## config.mk

```make
export PLATFORM = sky130hd
export DESIGN_NAME = gfs_status_regs
export DESIGN_NICKNAME = d
export VERILOG_FILES = /design/src/gfs_pkg.sv /design/src/gfs_sync.sv /design/src/gfs_frame_check.sv /design/src/gfs_status_regs.sv
export SDC_FILE = /design/constraint.sdc
export NUM_CORES = 1
export LEC_CHECK = 0
export BUFFER_PORTS_ARGS = -buffer_cell sky130_fd_sc_hd__buf_2
export CORE_ASPECT_RATIO = 0.9
export CORE_MARGIN = 2
export CORE_UTILIZATION = 56
export CTS_CLUSTER_DIAMETER = 150
export DETAILED_ROUTE_END_ITERATION = 12
export PLACE_DENSITY_LB_ADDON = 0.15
export SYNTH_ARGS = -nofsm -noshare
export SYNTH_HDL_FRONTEND = slang
export SYNTH_SLANG_ARGS = --single-unit
```

## constraint.sdc

```tcl
create_clock -name clk -period 4.7 [get_ports clk]
set_clock_uncertainty 0.1 [all_clocks]
set_input_delay 1.41 -clock clk [delete_from_list [all_inputs] [get_ports clk]]
set_output_delay 1.41 -clock clk [all_outputs]
set_load 0.03 [all_outputs]
```

## src/gfs_pkg.sv

```systemverilog
// Contract
// - Summary register at offset 0h, read only, reset value C0h.
// - Summary bit 7 low after any serial clock count fault; reset high.
// - Summary bit 6 high on power-on-reset detection; set after reset.
// - Summary bit 5 always mirrors the fault output pin state.
// - Summary bit 3 is OR of all overcurrent and gate fault flags.
// - Summary bit 0 ORs thermal, watchdog, direction, precharge, predischarge, slew warnings.
// - Offset 1h holds eight overcurrent flags, one per MOSFET, reset 0.
// - Flag order from bit 7: high 1, low 1, high 2, ... low 4.
// - Offset 3h holds eight gate fault flags, same order, reset 0.
// - Detail register 5h: supply low b7, supply high b6, pump low b5.
// - Detail bit 4 thermal warning, bit 3 thermal shutdown.
// - Detail bit 2 reports watchdog expiry.
// - Detail bit 1 set when a frame has other than 16 clocks.
// - Serial clock count fault never drives fault pin or its summary bit.
`default_nettype none
package gfs_pkg;
  localparam int          ADDR_W           = 6;
  localparam int          DATA_W           = 8;
  localparam logic [5:0]  OFS_SUMMARY      = 6'h00;
  localparam logic [5:0]  OFS_OVERCURRENT  = 6'h01;
  localparam logic [5:0]  OFS_GATE         = 6'h03;
  localparam logic [5:0]  OFS_DETAIL       = 6'h05;
  localparam logic [7:0]  RST_SUMMARY      = 8'hC0;
  localparam logic [7:0]  RST_FLAGS        = 8'h00;
  localparam int          SUM_SERIAL_OK    = 7;
  localparam int          SUM_POR          = 6;
  localparam int          SUM_FAULT        = 5;
  localparam int          SUM_WARN         = 4;
  localparam int          SUM_MOSFET       = 3;
  localparam int          SUM_SUPPLY_LOW   = 2;
  localparam int          SUM_SUPPLY_HIGH  = 1;
  localparam int          SUM_THERMAL_WD   = 0;
  localparam int          DET_SUPPLY_LOW   = 7;
  localparam int          DET_SUPPLY_HIGH  = 6;
  localparam int          DET_PUMP_LOW     = 5;
  localparam int          DET_THERM_WARN   = 4;
  localparam int          DET_THERM_SHUT   = 3;
  localparam int          DET_WATCHDOG     = 2;
  localparam int          DET_SCLK_ERR     = 1;
  localparam logic [4:0]  FRAME_CLOCKS     = 5'd16;
endpackage
`default_nettype wire

```

## src/gfs_sync.sv

```systemverilog
`timescale 1ns/1ps
`default_nettype none
module gfs_sync #(
  parameter int W = 1
) (
  input  wire logic         clk,
  input  wire logic         sys_rst,
  input  wire logic [W-1:0] async_in,
  output logic      [W-1:0] sync_out
);
  logic [W-1:0] stage1;
  always_ff @(posedge clk) begin
    if (sys_rst) begin
      stage1   <= '0;
      sync_out <= '0;
    end else begin
      stage1   <= async_in;
      sync_out <= stage1;
    end
  end
endmodule // gfs_sync
`default_nettype wire

```

## src/gfs_frame_check.sv

```systemverilog
`timescale 1ns/1ps
`default_nettype none
module gfs_frame_check
  import gfs_pkg::*;
(
  input  wire logic clk,
  input  wire logic sys_rst,
  input  wire logic frame_active,
  input  wire logic sclk_level,
  output logic      count_error
);
  logic       sclk_prev;
  logic       active_prev;
  logic [5:0] pulses;
  always_ff @(posedge clk) begin
    if (sys_rst) begin
      sclk_prev   <= 1'b0;
      active_prev <= 1'b0;
      pulses      <= 6'h00;
      count_error <= 1'b0;
    end else begin
      sclk_prev   <= sclk_level;
      active_prev <= frame_active;
      count_error <= 1'b0;
      if (frame_active && !active_prev)
        pulses <= 6'h00;
      else if (frame_active && sclk_level && !sclk_prev && pulses != 6'h3F)
        pulses <= pulses + 6'h01;
      // Judged once, at the end of the frame
      if (!frame_active && active_prev)
        count_error <= (pulses != {1'b0, FRAME_CLOCKS});
    end
  end
endmodule // gfs_frame_check
`default_nettype wire

```

## src/gfs_status_regs.sv

```systemverilog
`timescale 1ns/1ps
`default_nettype none
module gfs_status_regs (
  input  wire logic                   clk,
  input  wire logic                   sys_rst,
  input  wire logic [gfs_pkg::ADDR_W-1:0] reg_addr,
  input  wire logic                   reg_rd,
  input  wire logic                   reg_wr,
  input  wire logic [gfs_pkg::DATA_W-1:0] reg_wdata,
  output logic      [gfs_pkg::DATA_W-1:0] reg_rdata,
  input  wire logic                   frame_active,
  input  wire logic                   sclk_level,
  input  wire logic                   clear_faults,
  input  wire logic                   por_clear,
  input  wire logic [7:0]             overcurrent_in,
  input  wire logic [7:0]             gate_fault_in,
  input  wire logic                   power_supply_low,
  input  wire logic                   power_supply_high,
  input  wire logic                   charge_pump_low,
  input  wire logic                   thermal_warning,
  input  wire logic                   thermal_shutdown,
  input  wire logic                   watchdog_expired,
  input  wire logic                   current_direction_unknown,
  input  wire logic                   precharge_range_warning,
  input  wire logic                   predischarge_range_warning,
  input  wire logic                   slew_time_overflow,
  input  wire logic                   warning_in,
  output logic                        fault_output_pin_n
);
  import gfs_pkg::*;

  // ==========================================================
  // Input synchronisation
  // ==========================================================
  // Four frame and control levels, sixteen MOSFET flags, eleven monitor levels
  localparam int MON_W = 31;
  logic [MON_W-1:0] mon_raw;
  logic [MON_W-1:0] mon;
  logic             frame_s;
  logic             sclk_s;
  logic             clear_s;
  logic             por_clear_s;
  logic [7:0]       oc_s;
  logic [7:0]       gf_s;
  logic             psl_s, psh_s, cpl_s, tw_s, ts_s, wd_s;
  logic             cdu_s, pcr_s, pdr_s, sto_s, warn_s;

  assign mon_raw = {frame_active, sclk_level, clear_faults, por_clear,
                    overcurrent_in, gate_fault_in,
                    power_supply_low, power_supply_high, charge_pump_low,
                    thermal_warning, thermal_shutdown, watchdog_expired,
                    current_direction_unknown, precharge_range_warning,
                    predischarge_range_warning, slew_time_overflow, warning_in};

  gfs_sync #(.W(MON_W)) u_sync (
    .clk      (clk),
    .sys_rst  (sys_rst),
    .async_in (mon_raw),
    .sync_out (mon)
  );

  assign {frame_s, sclk_s, clear_s, por_clear_s, oc_s, gf_s,
          psl_s, psh_s, cpl_s, tw_s, ts_s, wd_s,
          cdu_s, pcr_s, pdr_s, sto_s, warn_s} = mon;

  // ==========================================================
  // Serial frame clock counting
  // ==========================================================
  logic sclk_error_event;

  gfs_frame_check u_frame (
    .clk          (clk),
    .sys_rst      (sys_rst),
    .frame_active (frame_s),
    .sclk_level   (sclk_s),
    .count_error  (sclk_error_event)
  );

  // ==========================================================
  // Latched fault flags
  // ==========================================================
  // Flags are sticky; a new event in the clearing cycle wins.
  logic [7:0] overcurrent_flags;
  logic [7:0] gate_flags;
  logic [7:0] detail_flags;
  logic       serial_fault_seen;
  logic       por_flag;
  logic [7:0] detail_now;
  logic       other_warn;

  assign detail_now = {psl_s, psh_s, cpl_s, tw_s, ts_s, wd_s, sclk_error_event, 1'b0};

  always_ff @(posedge clk) begin
    if (sys_rst) begin
      overcurrent_flags <= RST_FLAGS;
      gate_flags        <= RST_FLAGS;
    end else begin
      // Bit 7 is high side 1, bit 0 low side 4, as wired by the caller
      overcurrent_flags <= (clear_s ? 8'h00 : overcurrent_flags) | oc_s;
      gate_flags        <= (clear_s ? 8'h00 : gate_flags) | gf_s;
    end
  end

  always_ff @(posedge clk) begin
    if (sys_rst)
      detail_flags <= RST_FLAGS;
    else
      detail_flags <= (clear_s ? 8'h00 : detail_flags) | detail_now;
  end

  always_ff @(posedge clk) begin
    if (sys_rst) begin
      serial_fault_seen <= 1'b0;
      por_flag          <= 1'b1;
    end else begin
      serial_fault_seen <= (clear_s ? 1'b0 : serial_fault_seen) | sclk_error_event;
      if (por_clear_s)
        por_flag <= 1'b0;
    end
  end

  // ==========================================================
  // Summary and fault pin
  // ==========================================================
  logic [7:0] summary;
  logic       fault_state;

  assign other_warn = cdu_s | pcr_s | pdr_s | sto_s;
  // Serial clock errors are kept out of the pin
  assign fault_state = |overcurrent_flags | |gate_flags |
                       (|detail_flags[DET_SUPPLY_LOW:DET_WATCHDOG]);

  always_ff @(posedge clk) begin
    if (sys_rst) begin
      summary            <= RST_SUMMARY;
      fault_output_pin_n <= 1'b1;
    end else begin
      summary[SUM_SERIAL_OK]   <= ~(serial_fault_seen | sclk_error_event);
      summary[SUM_POR]         <= por_flag & ~por_clear_s;
      summary[SUM_FAULT]       <= fault_state;
      summary[SUM_WARN]        <= warn_s;
      summary[SUM_MOSFET]      <= |overcurrent_flags | |gate_flags;
      summary[SUM_SUPPLY_LOW]  <= detail_flags[DET_SUPPLY_LOW] | detail_flags[DET_PUMP_LOW];
      summary[SUM_SUPPLY_HIGH] <= detail_flags[DET_SUPPLY_HIGH];
      summary[SUM_THERMAL_WD]  <= detail_flags[DET_THERM_WARN] | detail_flags[DET_THERM_SHUT] |
                                  detail_flags[DET_WATCHDOG] | other_warn;
      // Same register timing as the summary bit so both agree every cycle
      fault_output_pin_n       <= ~fault_state;
    end
  end

  // ==========================================================
  // Register read port
  // ==========================================================
  // Writes are accepted and dropped: every location here is read only.
  logic       unused_wr;
  assign unused_wr = reg_wr ^ (^reg_wdata);

  always_ff @(posedge clk) begin
    if (sys_rst) begin
      reg_rdata <= 8'h00;
    end else if (reg_rd) begin
      unique case (reg_addr)
        OFS_SUMMARY:     reg_rdata <= summary;
        OFS_OVERCURRENT: reg_rdata <= overcurrent_flags;
        OFS_GATE:        reg_rdata <= gate_flags;
        OFS_DETAIL:      reg_rdata <= {detail_flags[7:1], 1'b0};
        default:         reg_rdata <= 8'h00;
      endcase
    end
  end
endmodule // gfs_status_regs
`default_nettype wire

```

======== After elaboration in Yosys (flattened, before gate mapping) ========
Cells that the tools add are included.
word-level totals
  register bits ........................... 114
  output and inout port bits .............. 9
operators by class
  add/subtract/negate cells ............... 1
  equal/unequal tests ..................... 5
  multiplexer cells ....................... 5
  bitwise gates (word level) .............. 19
  reduce and logical (&&, ||, !) cells .... 14
operators by type and width
  kind                                                    count
  one-hot mux 8 bit (4 select lines)                      1
  two-way mux 8 bit                                       3
  OR 8 bit                                                3
  OR reduction 8 bit                                      2
  OR 1 bit                                                11
  adder 6 x 1 -> 6 bit (second input constant)            1
  == test 6 x 1 -> 1 bit (second input constant)          1
  == test 6 x 2 -> 1 bit (second input constant)          1
  == test 6 x 3 -> 1 bit (second input constant)          1
  logical NOT 6 bit                                       1
  inequality test 6 x 5 -> 1 bit (second input constant)  1
  inequality test 6 bit (second input constant)           1
  OR reduction 6 bit                                      1
  logical AND 1 bit                                       5
  inverter 1 bit                                          4
  OR reduction 2 bit                                      2
  logical NOT 1 bit                                       3
  AND 1 bit                                               1
  two-way mux 1 bit                                       1

======== Depth between registers and ports, before layout ========
  depth after elaboration ................. 4
  mapped depth ............................ 5
  depth with buffers taken out ............ 5

======== Hierarchy ========
A second synthesis with hierarchy kept.
second synthesis, totals
  cells, all modules ...................... 346
  area total of the unflattened synthesis .. 3714.8 um^2
modules (own cells, without submodules)
  module           instances  cells an instance  area each (um^2)
  gfs_sync         1          130                1659.1
  gfs_status_regs  1          167                1609.0
  gfs_frame_check  1          49                 446.7

======== Least setup slack after synthesis ========
Ideal clock, no wire load.
  path kind ............................... input -> register
  from .................................... input reg_addr[2] in the netlist's numbering
  to ...................................... register reg_rdata[0] in the netlist's numbering
  library setup time ...................... 84 ps
  arrival ................................. 2503 ps
  data required time ...................... 4516 ps
  path slack .............................. 2013 ps
  stages .................................. 5
  path buffers ............................ 2
  cells stage by stage .................... buf_6 -> maj3_2 -> or3_1 -> buf_6 -> o31ai_2
on the way
  longest elaborated chain between the ends .. 2
  elaborated cells on any way between the ends .. 5
RTL lines
  item                                            line                    source
  start: declaration                              gfs_status_regs.sv:6    input wire logic [gfs_pkg::ADDR_W-1:0] reg_addr,
  == test 6 x 3 -> 1 bit (tied with other cells)  gfs_status_regs.sv:163  unique case (reg_addr)
  one-hot mux 8 bit (4 select lines) (*)          gfs_status_regs.sv:163
  end signal: assignment                          gfs_status_regs.sv:164  OFS_SUMMARY: reg_rdata <= summary;
  end signal: assignment                          gfs_status_regs.sv:165  OFS_OVERCURRENT: reg_rdata <= overcurrent_flags;
  end signal: assignment                          gfs_status_regs.sv:166  OFS_GATE: reg_rdata <= gate_flags;
  end: declaration                                gfs_status_regs.sv:10   output logic [gfs_pkg::DATA_W-1:0] reg_rdata,
Mark *: on every way between the ends. The rest lies on a longest branch, timed or not.
A chain may end at the register's enable or synchronous reset.

======== Worst setup path in the final report ========
  from .................................... input sys_rst
  to ...................................... register u_frame.pulses[1]
on the way
  longest elaborated chain between the ends .. 1
RTL lines
  item                                 line                   source
  start: declaration                   gfs_status_regs.sv:5   input wire logic sys_rst,
  OR reduction 2 bit (no source line)  n/a
  end signal: assignment               gfs_frame_check.sv:28  pulses <= pulses + 6'h01;
  end: declaration                     gfs_frame_check.sv:14  logic [5:0] pulses;
No other way between the ends.

==> impl_results.md <==
- H-tree Lvls: 4
- Met2 WL post-DR: 2930 um
- Net Sw Frac: 19.3%
- Peak supply drop: 0.423 mV
- Max Fanout on Critical Path: 58
- Avg Synthesized Cell Area: 10.6 sq um
- # IOs: 58
- Synth Net Count: 392
- Post-Syn Instances: 341
- Antenna diode count: 0
- Critical Path End Type: flip-flop
- Remaining global-route overflow: 0
- Via count: 2454
- WS Path Type: in2reg
- Period Utilization, post-route: 55.4%
- Seq/Total Area, Yosys: 62.6%
- Fillers: 460
- Total CTS buffers: 17
- Combinational power share: 3.7%
- Dpl cell area: 3890 sq um
- Starting density of the core: 58.5%
- Critical path required time: 4.98 ns
- CP startpoint kind: input pin
- Initial antenna violation count: 0
- RSZ-0062 raised after global routing: false
- Seq cells post-synth: 113
- Internal cell power: 1980 uW
- Synth cell types: 42
- Clock latency on the worst-skew pair: 0.49 ns
- Pre-CTS setup slack: 1.57 ns
- Design area: 4530 sq um
- Resize count post-CTS: 0
- Relative slew slack: 50.9%
- Detailed placer's ending HPWL: 3940 um
- Nets@finish: 444
- Wirelength per Cell: 12.8 um
- Clock buffer depth: 2
- Die area: 7110 sq um
- Crit path DAT: 2.88 ns
- Residual DRC count: 0
- Final Max Slew Viols: 0
- Setup-failing EPs final: 0
- GRT Util Overall: 19.7%
- DIE WIDTH: 88.7 um
- R2R cell count: 5
- DRT Wirelength: 6330 um
- Final Hold Fails: 0
- EDFF count, synth: 0
- Final TNS setup: 0 ns
- Synth top area share: 62.6%
- Clock Power Share: 54.6%
- First-pass GRT wire length: 10300 um
- Hold Path Depth: 2
- Number of global-route vias before repair: 2211
- Synthesis warning total: 0
- Fmax: 0.384 GHz
- Num Clock Sinks: 113
- Die height: 80.2 um
- Drt pass-1 iters: 4
- Worst-path clk slew: 0.05 ns
- Post-synthesis cell area: 3610 sq um
- Routed length on met3: 387 um
- Final GP Congestion: 0.891
- Met1 WL: 2940 um
- Commonest cells post-synth: 113 x dfxtp_1, 67 x nor2b_1, 35 x nor2_1
- Postcts setup bufs: 0
- Top-count cell post-synth: dfxtp_1
- Max_cap viols: 0
- Share of layout cells above drive strength 1: 20.4%
- Min-delay worst type: reg2reg
- Synth area leaders: dfxtp_1 63%, nor2b_1 12%, nor2_1 3.6%
- Main synth FF type: dfxtp_1
- Psw: 472 uW
- Outcome: complete, no violations
- Largest net degree at the start of global routing: 59
- Root buf cell: clkbuf_8
- Row cnt: 27
- Leading area contributor after synthesis: dfxtp_1
- Power consumption: 2450 uW
- DRT iter0 DRCs: 121
- Post-route ant nets: 0
- Core ar.: 6180 sq um
- Ys async rst share: 0%
- Worst Tran Pin Value: 0.737 ns
- Share of power burned in registers: 41.6%
- DR top layer: met4
- Setup WS post-layout: 2.10 ns
- Vias/cell: 4.98
- PD cells: 540 nW/um^2
- Static Leak: 0.00190 uW
- Period minus WS final: 2.60 ns
- Port Buf Inserts: 48
- Post-CTS Hold Fix Bufs: 0
- CTS tree: built
- Layout area overhead: 25.4%
logic make-up (layout without fill, tap and decap cells):
kind of cell,Yosys count,after routing,share of synthesized area [%]
adder cells (fa/ha/maj),3,3,1.00
flip-flops,113,113,62.6
multiplexers,10,10,2.80
AND/OR/NAND/NOR,136,136,20.8
XOR/XNOR,4,4,0.969
buffers and inverters,24,89,2.94
AO/OA/AOI/OAI,51,51,8.93
final timing paths:
kind | start | endpoint | slack, ns
worst max-delay path | sys_rst | u_frame.pulses[1] | 2.10
worst min-delay path | u_sync.sync_out[12] | gate_flags[1] | 0.33
worst max register to register | u_frame.pulses[1] | u_frame.pulses[1] | 3.21
worst min register to register | u_sync.sync_out[12] | gate_flags[1] | 0.33
sequential cells by signal, summed over array words and instances, names as in the netlist:
| register | flops |
|---|---|
| detail_flags | 7 |
| fault_output_pin_n | 1 |
| gate_flags | 8 |
| overcurrent_flags | 8 |
| por_flag | 1 |
| reg_rdata | 8 |
| serial_fault_seen | 1 |
| summary | 8 |
| u_frame.active_prev | 1 |
| u_frame.count_error | 1 |
| u_frame.pulses | 6 |
| u_frame.sclk_prev | 1 |
| u_sync.stage1 | 31 |
| u_sync.sync_out | 31 |
final cells by class:
type | instances | area, sq um | area share, %
Clock buffer | 24 | 490 | 10.8
Clock inverter | 8 | 149 | 3.28
Inverter | 8 | 30.0 | 0.662
Multi-Input combinational cell | 204 | 1250 | 27.5
Sequential cell | 113 | 2260 | 49.9
Tap cell | 87 | 109 | 2.40
Timing Repair Buffer | 49 | 248 | 5.46
stage by stage:
| step | hold WS [ns] | instances | util, % |
|---|---|---|---|
| 3_5_place_dp | 0.324 | 461 | 63.0 |
| 4_1_cts | 0.334 | 493 | 73.3 |
| 3_3_place_gp | 0.317 | 461 | 63.0 |
| 6_report | 0.330 | 493 | 73.3 |
| 5_1_grt | 0.344 | 493 | 73.3 |
| 2_1_floorplan | 0.303 | 341 | - |
layout by cell type, fill, tap and decap left out, drive strengths merged, types with 2 or more instances in the layout:
cell        n
nor2       35
dfxtp     113
nor2b      67
a22oi       5
nor3        3
a21o        3
bufinv      4
or4         2
o21ai       3
clkinv      2
buf        49
clkbuf     24
clkinvlp    2
nand2b      2
a21oi      26
inv         8
nand2      10
nor4        6
o211ai      2
a31oi       2
ha          2
o221ai      5
xor2        3
and3b       2
mux2i       9
or3         2
layer usage:
| layer | track usage [%] | vias to the layer above |
|---|---|---|
| li1 | - | 1246 |
| met4 | 7.27 | 0 |
| met3 | 8.94 | 9 |
| met1 | 24.7 | 1115 |
| met2 | 29.7 | 84 |
| met5 | 0 | - |
worst max-delay path, cell delays in order:
cell and delay [ns]:
buf_2 0.56, buf_4 0.56, a21o_1 0.26, nor2_1 0.07
power groups by stage:
stage | Sequential [uW] | Clock, uW | Combinational (uW)
3_5_place_dp | 1040 | 0 | 90.6
4_1_cts | 1020 | 1360 | 92.0
5_1_grt | 1020 | 1410 | 103
6_report | 1020 | 1340 | 91.4
3_3_place_gp | 1040 | 0 | 87.7
2_1_floorplan | 1030 | 0 | 63.2
Power figures use the tool's default switching activity.
